File: src/rtl/iasc_pkg.sv
// Package for the address size checking block: register map, field
// layouts, reset values, size encodings and the packed carriers.
// Assumes a single 100 MHz clock domain and an APB register bus.
package iasc_pkg;

    // Register byte offsets.
    localparam logic [7:0] IASC_CTRL_OFF     = 8'h00;
    localparam logic [7:0] IASC_STREAM_OFF   = 8'h04;
    localparam logic [7:0] IASC_BANK_OFF     = 8'h08;
    localparam logic [7:0] IASC_VMID_OFF     = 8'h0C;
    localparam logic [7:0] IASC_OFFS1_OFF    = 8'h10;
    localparam logic [7:0] IASC_OFFS2_OFF    = 8'h14;
    localparam logic [7:0] IASC_ADDR_LO_OFF  = 8'h18;
    localparam logic [7:0] IASC_ADDR_HI_OFF  = 8'h1C;
    localparam logic [7:0] IASC_TXN_OFF      = 8'h20;
    localparam logic [7:0] IASC_STATUS_OFF   = 8'h24;
    localparam logic [7:0] IASC_OUT_LO_OFF   = 8'h28;
    localparam logic [7:0] IASC_OUT_HI_OFF   = 8'h2C;
    localparam logic [7:0] IASC_RESULT_OFF   = 8'h30;
    localparam logic [7:0] IASC_TLBCMD_OFF   = 8'h34;
    localparam logic [7:0] IASC_ID0_OFF      = 8'h38;
    localparam logic [7:0] IASC_ID2_OFF      = 8'h3C;
    localparam logic [7:0] IASC_TLBSTAT_OFF  = 8'h40;

    // Field positions.
    localparam int IASC_GO_BIT     = 31;
    localparam int IASC_VA_TOP_BIT = 48;
    localparam int IASC_TLB_IDX_LO = 12;

    // Identification: size codes 0..5 mean 32,36,40,42,44,48 bits.
    localparam logic [2:0] IASC_UBS_CODE  = 3'h5;
    localparam logic [2:0] IASC_IAS_CODE  = 3'h5;
    localparam logic [2:0] IASC_OAS_CODE  = 3'h4;
    localparam logic       IASC_S1_SUPP   = 1'b1;
    localparam logic       IASC_S2_SUPP   = 1'b1;
    localparam logic [2:0] IASC_GRAN_SUPP = 3'h7;
    localparam logic [6:0] IASC_UBS_BITS  = 7'd49;
    localparam logic [6:0] IASC_SHORT_IN  = 7'd32;
    localparam logic [6:0] IASC_MAX_BITS  = 7'd48;

    // Reset values.
    localparam logic [31:0] IASC_ZERO_RST = 32'h0000_0000;
    localparam logic [2:0]  IASC_PA_RST   = 3'h5;

    typedef enum logic [1:0] {
        IASC_S1_S2  = 2'b00,
        IASC_S1_BYP = 2'b01,
        IASC_S2_ONLY = 2'b10,
        IASC_TYPE_RSV = 2'b11
    } iasc_bank_type_t;

    typedef enum logic [1:0] {
        IASC_OVR_KEEP  = 2'b00,
        IASC_OVR_RSV   = 2'b01,
        IASC_OVR_DATA  = 2'b10,
        IASC_OVR_INSTR = 2'b11
    } iasc_ovr_t;

    // Fault bit positions in the fault field, status word bits 7:1.
    localparam int IASC_F_UNMATCH = 0;
    localparam int IASC_F_CMO     = 1;
    localparam int IASC_F_SIF     = 2;
    localparam int IASC_F_INPUT   = 3;
    localparam int IASC_F_IPA     = 4;
    localparam int IASC_F_PA      = 5;
    localparam int IASC_F_GRAN    = 6;

    typedef struct packed {
        logic            cpd;
        logic            usf;
        logic            secure_instr_fetch_check;
        logic            str_byp;
        logic            nomatch;
        logic            multi;
        iasc_ovr_t       ovr;
        iasc_bank_type_t btype;
        logic            en;
        logic            long_sel;
        logic            hyp;
        logic            sec;
        logic            user_cache_maint_enable;
        logic [1:0]      gran;
        logic [2:0]      pa_s1;
        logic [2:0]      pa_s2;
        logic [7:0]      attr1;
        logic [7:0]      vmid;
        logic [7:0]      attr2;
        logic [31:0]     off1;
        logic [31:0]     off2;
    } iasc_cfg_t;

    typedef struct packed {
        logic [63:0] addr;
        logic        instr;
        logic        secure;
        logic        cmo;
        logic        unpriv;
        logic        walk;
        logic        tgt_ns;
    } iasc_txn_t;

    typedef struct packed {
        logic        done;
        logic [6:0]  fault;
        logic        bypass;
        logic        instr;
        logic        ttbr1;
        logic [7:0]  attr;
        logic [7:0]  vmid;
        logic [63:0] out;
    } iasc_res_t;

    // Size code to bit count, never above the 48-bit ceiling.
    function automatic logic [6:0] iasc_bits(input logic [2:0] code);
        case (code)
            3'h0:    iasc_bits = 7'd32;
            3'h1:    iasc_bits = 7'd36;
            3'h2:    iasc_bits = 7'd40;
            3'h3:    iasc_bits = 7'd42;
            3'h4:    iasc_bits = 7'd44;
            default: iasc_bits = IASC_MAX_BITS;
        endcase
    endfunction : iasc_bits

endpackage : iasc_pkg

File: src/rtl/iasc_top.sv
// Address size checking and bypass for one translation context bank.
// Assumes an APB master on pclk; transactions are posted by register.
//
// Summary of operation
// Stage 1 bypass bank applies attribute-only stage
// Table walk accesses also get attribute stage
// Non-secure non-hypervisor banks always use VMID
// Override turns instruction accesses into data
// Secure fetch check runs after override
// Unprivileged cache maintenance control ignores enable
// Secure invalidate-all removes every secure entry
// Unrepresentable intermediate address raises size fault
// Output beyond downstream width raises size fault
// Top valid address bit selects table base
// Granules 4K, 16K, 64K; blocks also translate
// Intermediate and physical addresses capped 48 bits
// Upstream width field reports largest port
// No stage 1: upstream equals intermediate
// No stage 2: intermediate equals output
// Effective intermediate size depends on bank type
// Output limited by programmed physical size
// Early bypass truncates address to output width
// Others go to bank, sign-extended first
// Each stage checks input and output addresses
// Bypass on port disable, bypass type, unmatched
//
// The APB register port and the register offsets were left to the implementer.
`timescale 1ns/10ps
module iasc_top (
    // Clock and reset
    input  wire logic        pclk,
    input  wire logic        presetn,
    // APB slave
    input  wire logic        psel,
    input  wire logic        penable,
    input  wire logic        pwrite,
    input  wire logic [7:0]  paddr,
    input  wire logic [31:0] pwdata,
    output logic      [31:0] prdata,
    output logic             pready,
    output logic             pslverr
);
    import iasc_pkg::*;

    typedef struct packed {
        iasc_cfg_t   cfg;
        iasc_txn_t   txn;
        iasc_res_t   res;
        logic [3:0]  tlb_valid;
        logic [3:0]  tlb_sec;
        logic        pready;
        logic        pslverr;
        logic [31:0] prdata;
    } iasc_state_t;

    iasc_state_t state_reg;
    iasc_state_t state_next;

    // Identification values are derived so that a missing stage can
    // never report inconsistent widths.
    logic [2:0]  id_ias;
    logic [2:0]  id_oas;
    assign id_ias = IASC_S1_SUPP ? IASC_IAS_CODE : IASC_UBS_CODE;
    assign id_oas = IASC_S2_SUPP ? IASC_OAS_CODE : id_ias;

    logic        setup;
    logic        wr_en;
    logic        go;
    logic        mapped;
    assign setup  = psel && !penable && !state_reg.pready;
    assign wr_en  = psel && penable && pwrite && state_reg.pready;
    assign go     = wr_en && paddr == IASC_TXN_OFF && pwdata[IASC_GO_BIT];
    assign mapped = paddr <= IASC_TLBSTAT_OFF && paddr[1:0] == 2'b00;

    // A command word carries its own attributes, so the evaluation must
    // see them in the cycle of the write, before they reach the register.
    iasc_txn_t   cur_txn;
    assign cur_txn = go ? {state_reg.txn.addr, pwdata[0], pwdata[1],
                           pwdata[2], pwdata[3], pwdata[4], pwdata[5]}
                        : state_reg.txn;

    // Evaluation of the posted transaction against the bank.
    iasc_res_t   eval;
    logic        byp;
    logic        unmatched;
    logic        s1_path;
    logic        sext;
    logic [63:0] va;
    logic [63:0] ipa;
    logic [63:0] pa;
    logic [6:0]  in_bits;
    logic [6:0]  eff_ias;
    logic [6:0]  pa_bits;
    logic [6:0]  lim;
    logic [6:0]  gshift;
    logic [63:0] out_mask;

    always_comb begin
        eval    = '0;
        va      = state_reg.txn.addr;
        ipa     = va;
        pa      = va;
        gshift  = 7'd12;
        in_bits = IASC_SHORT_IN;
        eff_ias = iasc_bits(id_ias);
        lim     = iasc_bits(id_oas);
        pa_bits = lim;
        sext    = 1'b0;
        eval.done = 1'b1;
        case (state_reg.cfg.ovr)
            IASC_OVR_DATA:  eval.instr = 1'b0;
            IASC_OVR_INSTR: eval.instr = 1'b1;
            default:        eval.instr = cur_txn.instr;
        endcase
        unmatched = state_reg.cfg.nomatch || state_reg.cfg.multi;
        byp = state_reg.cfg.cpd || state_reg.cfg.str_byp
              || (!state_reg.cfg.usf && unmatched);
        s1_path = state_reg.cfg.btype != IASC_S2_ONLY;
        out_mask = ~(64'hFFFF_FFFF_FFFF_FFFF << iasc_bits(id_oas));
        if (byp) begin
            eval.bypass = 1'b1;
            eval.out    = va & out_mask;
        end else if (unmatched) begin
            eval.fault[IASC_F_UNMATCH] = 1'b1;
        end else begin

            // The secure fetch check sees the overridden marking.
            eval.fault[IASC_F_SIF] = state_reg.cfg.secure_instr_fetch_check
                && cur_txn.secure && eval.instr
                && cur_txn.tgt_ns;
            eval.fault[IASC_F_CMO] = cur_txn.cmo
                && cur_txn.unpriv && !state_reg.cfg.user_cache_maint_enable;
            case (state_reg.cfg.gran)
                2'b00:   gshift = 7'd12;
                2'b01:   gshift = 7'd14;
                default: gshift = 7'd16;
            endcase
            eval.fault[IASC_F_GRAN] = state_reg.cfg.gran == 2'b11
                || !IASC_GRAN_SUPP[state_reg.cfg.gran];
            // Input check, with sign extension for long format in enabled non-hypervisor stage 1 banks.
            sext = s1_path && state_reg.cfg.long_sel && state_reg.cfg.en
                   && !state_reg.cfg.hyp;
            if (s1_path) begin
                in_bits = state_reg.cfg.long_sel ? IASC_UBS_BITS
                                                 : IASC_SHORT_IN;
            end else begin
                in_bits = iasc_bits(id_ias);
            end
            if (sext) begin
                eval.ttbr1 = va[IASC_VA_TOP_BIT];
                eval.fault[IASC_F_INPUT] =
                    va[63:IASC_VA_TOP_BIT] != {16{va[IASC_VA_TOP_BIT]}};
                ipa = {16'h0000, va[47:0]};
            end else if (state_reg.cfg.en) begin
                eval.fault[IASC_F_INPUT] = (va >> in_bits) != 64'h0;
            end
            // Block offsets are granule aligned, so larger blocks keep
            // every low bit of the input address.
            if (s1_path && state_reg.cfg.en && !cur_txn.walk) begin
                ipa = ipa + ({32'h0000_0000, state_reg.cfg.off1}
                             << gshift);
            end
            eff_ias = (state_reg.cfg.btype == IASC_S1_BYP
                       && iasc_bits(id_oas) < iasc_bits(id_ias))
                      ? iasc_bits(id_oas) : iasc_bits(id_ias);
            if (s1_path) begin
                eval.fault[IASC_F_IPA] = (ipa >> eff_ias) != 64'h0;
            end
            pa = ipa;
            if (state_reg.cfg.btype != IASC_S1_BYP && state_reg.cfg.en) begin
                pa = ipa + ({32'h0000_0000, state_reg.cfg.off2} << gshift);
            end

            if (state_reg.cfg.btype == IASC_S2_ONLY) begin
                lim = iasc_bits(state_reg.cfg.pa_s2);
            end else if (state_reg.cfg.btype == IASC_S1_S2
                         && state_reg.cfg.pa_s2 < state_reg.cfg.pa_s1) begin
                lim = iasc_bits(state_reg.cfg.pa_s2);
            end else begin
                lim = iasc_bits(state_reg.cfg.pa_s1);
            end
            pa_bits = lim < iasc_bits(id_oas) ? lim : iasc_bits(id_oas);
            eval.fault[IASC_F_PA] = (pa >> pa_bits) != 64'h0;
            // Stage 1 bypass still runs the attribute-only stage.
            eval.attr = state_reg.cfg.btype == IASC_S1_BYP
                        ? state_reg.cfg.attr1 : state_reg.cfg.attr2;
            eval.vmid = (!state_reg.cfg.sec && !state_reg.cfg.hyp)
                        ? state_reg.cfg.vmid : 8'h00;
            eval.out = eval.fault == 7'h00 ? pa : 64'h0;
        end
    end

    // Register file, TLB tags and APB answer.
    always_comb begin
        state_next = state_reg;
        state_next.pready  = setup;
        state_next.pslverr = setup && !mapped;
        if (setup) begin
            case (paddr)
                IASC_CTRL_OFF:    state_next.prdata = {29'h0,
                    state_reg.cfg.secure_instr_fetch_check, state_reg.cfg.usf, state_reg.cfg.cpd};
                IASC_STREAM_OFF:  state_next.prdata = {26'h0,
                    state_reg.cfg.ovr, 1'b0, state_reg.cfg.multi,
                    state_reg.cfg.nomatch, state_reg.cfg.str_byp};
                IASC_BANK_OFF:    state_next.prdata = {state_reg.cfg.attr1,
                    5'h00, state_reg.cfg.pa_s2, 1'b0, state_reg.cfg.pa_s1,
                    2'b00, state_reg.cfg.gran, 1'b0, state_reg.cfg.user_cache_maint_enable,
                    state_reg.cfg.sec, state_reg.cfg.hyp,
                    state_reg.cfg.long_sel, state_reg.cfg.en,
                    state_reg.cfg.btype};
                IASC_VMID_OFF:    state_next.prdata = {8'h00,
                    state_reg.cfg.attr2, 8'h00, state_reg.cfg.vmid};
                IASC_OFFS1_OFF:   state_next.prdata = state_reg.cfg.off1;
                IASC_OFFS2_OFF:   state_next.prdata = state_reg.cfg.off2;
                IASC_ADDR_LO_OFF: state_next.prdata = state_reg.txn.addr[31:0];
                IASC_ADDR_HI_OFF: state_next.prdata = state_reg.txn.addr[63:32];
                IASC_TXN_OFF:     state_next.prdata = {26'h0,
                    state_reg.txn.tgt_ns, state_reg.txn.walk,
                    state_reg.txn.unpriv, state_reg.txn.cmo,
                    state_reg.txn.secure, state_reg.txn.instr};
                IASC_STATUS_OFF:  state_next.prdata = {21'h0,
                    state_reg.res.ttbr1, state_reg.res.instr,
                    state_reg.res.bypass, state_reg.res.fault,
                    state_reg.res.done};
                IASC_OUT_LO_OFF:  state_next.prdata = state_reg.res.out[31:0];
                IASC_OUT_HI_OFF:  state_next.prdata = state_reg.res.out[63:32];
                IASC_RESULT_OFF:  state_next.prdata = {16'h0,
                    state_reg.res.attr, state_reg.res.vmid};
                IASC_ID0_OFF:     state_next.prdata = {30'h0,
                    IASC_S2_SUPP, IASC_S1_SUPP};
                IASC_ID2_OFF:     state_next.prdata = {20'h0, 1'b0,
                    id_oas, 1'b0, id_ias, 1'b0, IASC_UBS_CODE};
                IASC_TLBSTAT_OFF: state_next.prdata = {24'h0,
                    state_reg.tlb_sec, state_reg.tlb_valid};
                default:          state_next.prdata = IASC_ZERO_RST;
            endcase
        end
        if (wr_en) begin
            case (paddr)
                IASC_CTRL_OFF: begin
                    state_next.cfg.cpd = pwdata[0];
                    state_next.cfg.usf = pwdata[1];
                    state_next.cfg.secure_instr_fetch_check = pwdata[2];
                end
                IASC_STREAM_OFF: begin
                    state_next.cfg.str_byp = pwdata[0];
                    state_next.cfg.nomatch = pwdata[1];
                    state_next.cfg.multi   = pwdata[2];
                    state_next.cfg.ovr     = iasc_ovr_t'(pwdata[5:4]);
                end
                IASC_BANK_OFF: begin
                    state_next.cfg.btype    = iasc_bank_type_t'(pwdata[1:0]);
                    state_next.cfg.en       = pwdata[2];
                    state_next.cfg.long_sel = pwdata[3];
                    state_next.cfg.hyp      = pwdata[4];
                    state_next.cfg.sec      = pwdata[5];
                    state_next.cfg.user_cache_maint_enable      = pwdata[6];
                    state_next.cfg.gran     = pwdata[9:8];
                    state_next.cfg.pa_s1    = pwdata[14:12];
                    state_next.cfg.pa_s2    = pwdata[18:16];
                    state_next.cfg.attr1    = pwdata[31:24];
                end
                IASC_VMID_OFF: begin
                    state_next.cfg.vmid  = pwdata[7:0];
                    state_next.cfg.attr2 = pwdata[23:16];
                end
                IASC_OFFS1_OFF:   state_next.cfg.off1 = pwdata;
                IASC_OFFS2_OFF:   state_next.cfg.off2 = pwdata;
                IASC_ADDR_LO_OFF: state_next.txn.addr[31:0]  = pwdata;
                IASC_ADDR_HI_OFF: state_next.txn.addr[63:32] = pwdata;
                IASC_TXN_OFF: begin
                    state_next.txn.instr  = pwdata[0];
                    state_next.txn.secure = pwdata[1];
                    state_next.txn.cmo    = pwdata[2];
                    state_next.txn.unpriv = pwdata[3];
                    state_next.txn.walk   = pwdata[4];
                    state_next.txn.tgt_ns = pwdata[5];
                end
                IASC_TLBCMD_OFF: begin
                    // Secure hypervisor entries are removed as well.
                    if (pwdata[0]) begin
                        state_next.tlb_valid = state_reg.tlb_valid
                                               & ~state_reg.tlb_sec;
                    end
                end
                default: begin
                end
            endcase
        end
        // The evaluation reads the bank and address registers as they stood before
        // this write, and takes the attributes straight from the command word.
        if (go) begin
            state_next.res = eval;
            if (!eval.bypass && eval.fault == 7'h00) begin
                state_next.tlb_valid[va[IASC_TLB_IDX_LO +: 2]] = 1'b1;
                state_next.tlb_sec[va[IASC_TLB_IDX_LO +: 2]] =
                    state_reg.cfg.sec;
            end
        end
    end

    always_ff @(posedge pclk or negedge presetn) begin
        if (!presetn) begin
            state_reg           <= '0;
            state_reg.cfg.pa_s1 <= IASC_PA_RST;
            state_reg.cfg.pa_s2 <= IASC_PA_RST;
        end else begin
            state_reg <= state_next;
        end
    end

    assign prdata  = state_reg.prdata;
    assign pready  = state_reg.pready;
    assign pslverr = state_reg.pslverr;

    // Checks on the design's own behaviour.
    logic [63:0] oas_mask_chk;
    assign oas_mask_chk = ~(64'hFFFF_FFFF_FFFF_FFFF << iasc_bits(id_oas));

    a_bypass_trunc: assert property (
        @(posedge pclk) disable iff (!presetn)
        state_reg.res.bypass |-> (state_reg.res.out & ~oas_mask_chk) == 0)
        else $error("bypass output exceeds output width");
    a_bypass_cause: assert property (
        @(posedge pclk) disable iff (!presetn)
        go && state_reg.cfg.cpd |=> state_reg.res.bypass)
        else $error("port disable did not bypass");
    a_instr_override: assert property (
        @(posedge pclk) disable iff (!presetn)
        go && state_reg.cfg.ovr == IASC_OVR_DATA
        |=> !state_reg.res.instr && !state_reg.res.fault[IASC_F_SIF])
        else $error("overridden access kept instruction marking");
    a_cmo_any_en: assert property (
        @(posedge pclk) disable iff (!presetn)
        go && !byp && !unmatched && cur_txn.cmo
        && cur_txn.unpriv && !state_reg.cfg.user_cache_maint_enable
        |=> state_reg.res.fault[IASC_F_CMO])
        else $error("unprivileged maintenance not refused");
    a_pa_limit: assert property (
        @(posedge pclk) disable iff (!presetn)
        state_reg.res.done && !state_reg.res.bypass
        && state_reg.res.fault == 7'h00
        |-> (state_reg.res.out & ~oas_mask_chk) == 0)
        else $error("output address above downstream width");
    a_vmid_used: assert property (
        @(posedge pclk) disable iff (!presetn)
        go && !byp && !unmatched && !state_reg.cfg.sec && !state_reg.cfg.hyp
        |=> state_reg.res.vmid == $past(state_reg.cfg.vmid))
        else $error("non-secure bank lost its VMID");
    a_sec_inval: assert property (
        @(posedge pclk) disable iff (!presetn)
        wr_en && paddr == IASC_TLBCMD_OFF && pwdata[0]
        |=> (state_reg.tlb_valid & state_reg.tlb_sec) == 4'h0)
        else $error("secure entry survived invalidate");
    a_attr_stage: assert property (
        @(posedge pclk) disable iff (!presetn)
        go && !byp && !unmatched && state_reg.cfg.btype == IASC_S1_BYP
        |=> state_reg.res.attr == $past(state_reg.cfg.attr1))
        else $error("attribute-only stage not applied");
    a_id_match: assert property (
        @(posedge pclk) disable iff (!presetn)
        (IASC_S1_SUPP || id_ias == IASC_UBS_CODE)
        && (IASC_S2_SUPP || id_oas == id_ias))
        else $error("identification widths inconsistent");
    a_apb_answer: assert property (
        @(posedge pclk) disable iff (!presetn)
        setup |=> pready ##1 !pready)
        else $error("APB answer not one cycle after setup");
    // The effective size of a bypassed stage 1 never exceeds the port.
    a_ipa_effective: assert property (
        @(posedge pclk) disable iff (!presetn)
        go && !byp && !unmatched && state_reg.cfg.btype == IASC_S1_BYP
        && (ipa >> iasc_bits(id_oas)) != 64'h0
        |=> state_reg.res.fault[IASC_F_IPA])
        else $error("intermediate address above effective size");
    a_table_select: assert property (
        @(posedge pclk) disable iff (!presetn)
        go && !byp && !unmatched && sext
        |=> state_reg.res.ttbr1 == $past(va[IASC_VA_TOP_BIT]))
        else $error("top address bit did not pick the table base");

    c_bypass: cover property (@(posedge pclk) go && byp);
    c_ipa_fault: cover property (@(posedge pclk)
        state_reg.res.fault[IASC_F_IPA]);
    c_sign_ext: cover property (@(posedge pclk) go && sext);
    c_inval: cover property (@(posedge pclk)
        wr_en && paddr == IASC_TLBCMD_OFF);

endmodule : iasc_top

File: config.mk
export PLATFORM = sky130hd
export DESIGN_NAME = iasc_top
export DESIGN_NICKNAME = d
export VERILOG_FILES = /design/src/rtl/iasc_pkg.sv /design/src/rtl/iasc_top.sv
export SDC_FILE = /design/constraint.sdc
export NUM_CORES = 1
export LEC_CHECK = 0
export BUFFER_PORTS_ARGS = -buffer_cell sky130_fd_sc_hd__buf_2
export CORE_MARGIN = 8
export CORE_UTILIZATION = 60
export CTS_CLUSTER_DIAMETER = 150
export DETAILED_ROUTE_END_ITERATION = 10
export HOLD_SLACK_MARGIN = 0.1
export PLACE_DENSITY = 0.87
export SLEW_MARGIN = 5
export SYNTH_ARGS = -nofsm -noshare
export SYNTH_HDL_FRONTEND = slang
export SYNTH_SLANG_ARGS = --single-unit
export TNS_END_PERCENT = 1
File: constraint.sdc
create_clock -name pclk -period 16.2 [get_ports pclk]
set_clock_uncertainty 0.15 [all_clocks]
set_input_delay 0.81 -clock pclk [delete_from_list [all_inputs] [get_ports pclk]]
set_output_delay 0.81 -clock pclk [all_outputs]
set_load 0.01 [all_outputs]
# == Word-level counts from Yosys, hierarchy flattened ==
# Index checks and enable logic that the tools add are counted.
# op_classes
add_sub_neg,2
order_cmp,7
eq_ne,33
shifts,5
mux,59
n_bitwise,3
reduce_logical,61
# ops
operator,count
$mux 64,11
$pmux 32 s16,1
$reduce_bool 64->1,3
$shr 64x7->64,3
$add 64x64->64,2
$shl 32x7->64,2
$mux 7,15
$mux 81,1
$eq 8x6->1 const B,8
$pmux 5 s5,2
$eq 8x5->1 const B,4
$mux 8,4
$logic_and 1x1->1,26
$reduce_and 2->1,10
$mux 17,1
$eq 8x4->1 const B,2
$ne 15x15->1,1
$lt 7x7->1,2
$eq 3x2->1 const B,4
$mux 1,12
$mux 4,3
$mux 6,2
$logic_not 1->1,10
$mux 5,2
26 further kinds,39
# word_totals
regBits,314
input_bits,45
output_inout_bits,34
wordCells,212

# == Longest topological paths before layout ==
# depth
ltp_word,23
ltp_mapped,36

# == Least setup slack after synthesis ==
# OpenSTA, ideal clock, no wires.
# synth_path
path_kind,input-to-reg
from,input port paddr[4]
to,register with a tool-made name
setup_ns,0.128
arrival_time_ns,7.832
slack_ns,8.091
stages,27
n_path_buf,6
path_cell_list,or4b_1 > clkbuf_1 > or4_1 > buf_2 > mux2_4 > clkbuf_1 > buf_1 > clkbuf_1 > clkbuf_1 > nor2_1 > a21oi_1 > ha_1 > a21o_1 > a21o_1 > a2111oi_0 > a21oi_1 > o31ai_1 > o22ai_1 > nand3_1 > o21a_1 > xnor2_1 > o311a_1 > a2111oi_2 > o2111ai_1 > a2111oi_4 > nand3b_1 > mux2_1
# synth_lines
element,line_no,text
from (decl),iasc_top.sv:37,"input wire logic [7:0] paddr,"

==> results.sh <==
export IMPL_io_pins=79
export IMPL_syn_area_per_cell_um2=8.617
export IMPL_cts_repair_resized=0
export IMPL_syn_inst=2860
export IMPL_cpMostUsedCell="a21oi_1"
export IMPL_p_clk_share_pct=48.2
export IMPL_die_w_um=218.7
export IMPL_drc=0
export IMPL_ys_top_cells_by_area="dfrtp_1 (31%), mux2_2 (7.8%), ha_1 (5.6%), nand2_1 (4.6%), a21oi_1 (4.3%)"
export IMPL_synth_seq_area_share_pct=31.90
export IMPL_worstRegToRegCells=27
export IMPL_largest_reg_flops=212
export IMPL_ys_async_sr_fraction_pct=100.0
export IMPL_synth_distinct_cells=97
export IMPL_max_cap_violations=0
export IMPL_antenna_found_initial=2
export IMPL_core_mm2=0.04065
export IMPL_drt_iter0_drc=4193
export IMPL_critPathRequiredTime_ns=16.48
export IMPL_nFillCells=3311
export IMPL_multi_input_area_mm2=0.01594
export IMPL_rsz0062_at_grt="false"
export IMPL_fin_crit_sh_pct=63.80
export IMPL_relSlewSlack_pct=10.26
export IMPL_track_usage_pct=41.24
export IMPL_wl_per_cell_um=29.79
export IMPL_placed_cells=3341
export IMPL_fp_row_count=74
export IMPL_ys_warn_count=0
export IMPL_die_area_mm2=0.04781
export IMPL_synth_flop_cell="dfrtp_1"
export IMPL_pwr_share_comb_pct=5.1
export IMPL_timing_rr_start="state_reg[297]"
export IMPL_cts_tree="built"
export IMPL_yosysTopAreaCell="dfrtp_1"
export IMPL_mostFrequentLayoutCell="dfrtp_1"
export IMPL_max_clock_freq_mhz=96.76
export IMPL_finalPower_mw=1.693
export IMPL_cp_num_buf_inv=0
export IMPL_r2r_slack_ns=5.87
export IMPL_seq_area_mm2=0.007870
export IMPL_critPathMaxStageDelay_ns=1.12
export IMPL_mostFrequentLayoutCells="dfrtp_1 (308), nand2_1 (303), a21oi_1 (211)"
export IMPL_gp_congestion=1.088
export IMPL_io_buffers=78
export IMPL_dp_hpwl_um=75980
export IMPL_design_area_mm2=0.02651
export IMPL_critical_path_depth=27
export IMPL_netlist_area_leader_share_pct=31.48
export IMPL_power_density_mw_per_mm2=63.88
export IMPL_tns_ns=0
export IMPL_cp_slowest_cell="dfrtp_4"
export IMPL_root_buffer="clkbuf_16"
export IMPL_ys_ff_latch=314
export IMPL_ir_worst_vdd_mv=0.1195
export IMPL_area_growth_pct=7.565
export IMPL_crit_fanout=66
export IMPL_worst_pin_slew_ns=1.343
export IMPL_clk_latency_ns=0.56
export IMPL_clock_sinks=314
export IMPL_cts_buffers=34
export IMPL_slew_violations=0
export IMPL_final_nets=3004
export IMPL_clk_pin_slew_worst_paths_ns=0.07
export IMPL_worstSetupStartpointType="flop"
export IMPL_antenna_cells=0
export IMPL_hold_buffers=0
export IMPL_grt_max_degree=143
export IMPL_p_sw_share_pct=23.72
export IMPL_layout_cells_non_filler=3403
export IMPL_final_hold_violation_count=0
export IMPL_finalSetupViolCount=0
export IMPL_grt_pass1_wl_um=150300
export IMPL_synth_edf_count=0
export IMPL_outcome="finished, final reports clean"
export IMPL_critPathKind="reg -> reg"
export IMPL_totalWireLength_um=101400
export IMPL_gr_total_overflow=0
export IMPL_antenna_left=0
export IMPL_post_route_min_period_ns=10.33
export IMPL_cp_data_arrival_time_ns=10.61
export IMPL_dpl_cell_area_mm2=0.02531
export IMPL_grt_pass1_vias=23770
export IMPL_final_layout_size_suffix_gt1_share_pct=13.65
export IMPL_p_int_mw=1.292
export IMPL_seqPwrFrac_pct=46.7
export IMPL_synthesis_area_mm2=0.02464
export IMPL_switching_power_mw=0.4016
export IMPL_endpoint_kind="flop"
export IMPL_cts_buffer_depth=3
export IMPL_power_leakage_nw=11.77
export IMPL_dieHeight_um=218.7
export IMPL_cts_setup_buffers=0
export IMPL_drtPass1Iterations=6
export IMPL_h_tree_depth=2
export IMPL_vias_per_cell=7.348
export IMPL_via_count=25010
export IMPL_start_util_pct=60.63
export IMPL_hold_path_class="in -> async"
export IMPL_cp_top_family="compound AO/OA/AOI/OAI gates"
export IMPL_crit_start="state_reg[297]"
==> metal layers <==
layer	routed length, um	track usage (%)
met1	37390	51.76
met3	12850	12.86
met2	43700	62.41
met5	26	0
met4	7411	23.51
==> power by group through the flow <==
stage / clock (mW) / combinational, mW / sequential, mW
finish: 0.816 / 0.0872 / 0.790
floorplan: 0 / 0.0395 / 0.803
global route: 0.846 / 0.0940 / 0.790
detailed placement: 0 / 0.0829 / 0.804
CTS: 0.813 / 0.0835 / 0.790
global placement: 0 / 0.0804 / 0.804
==> synth_stat cells, drive strengths merged (55+ instances only) <==
cell and n:
a22o 60, nor2 176, a21oi 213, clkbuf 149, dfrtp 310, mux2 176
o21ai 232, nand3 83, xnor2 56, nand2 303, ha 111, a21o 55
a22oi 124, mux2i 81
==> final cells by class <==
cell class	instances	area share (%)
clock buffers	49	3.762
clock inverters	12	0.6608
inverters	49	0.6939
multi-input cells	2335	60.13
flip-flops and latches	314	29.69
well taps	532	2.511
repair buffers	112	2.549
==> worst min path at each step <==
stage	start	end	slack, ns	cells after the start
after global routing	presetn	va[1]	0.33	1
final	presetn	va[1]	0.25	1
after CTS	presetn	state_reg[51]	0.28	1
after detailed placement	prdata[2]	prdata[2]	0.31	2
after global placement	prdata[6]	prdata[6]	0.31	2
after floorplan	state_reg[132]	state_reg[132]	0.29	1
==> kinds of logic after synthesis <==
logic type	after synthesis	share of synthesized area (%)
compound gates	971	26.49
simple gates	857	16.66
flops	314	31.90
mux	257	11.38
buf+inv	250	4.305
fa+ha+maj	115	5.884
xor+xnor	94	3.341
other cells	2	0.03047
==> through the flow <==
step	setup WS, ns	hold slack (ns)	utilization [%]
final	5.865	0.2466	65.22
after global routing	5.296	0.3333	65.22
after CTS	6.036	0.2848	65.15
after detailed placement	6.097	0.3129	62.26
after global placement	6.269	0.3069	62.26
after floorplan	8.091	0.2856	-
Note: power is estimated with default switching activity, not from simulation.
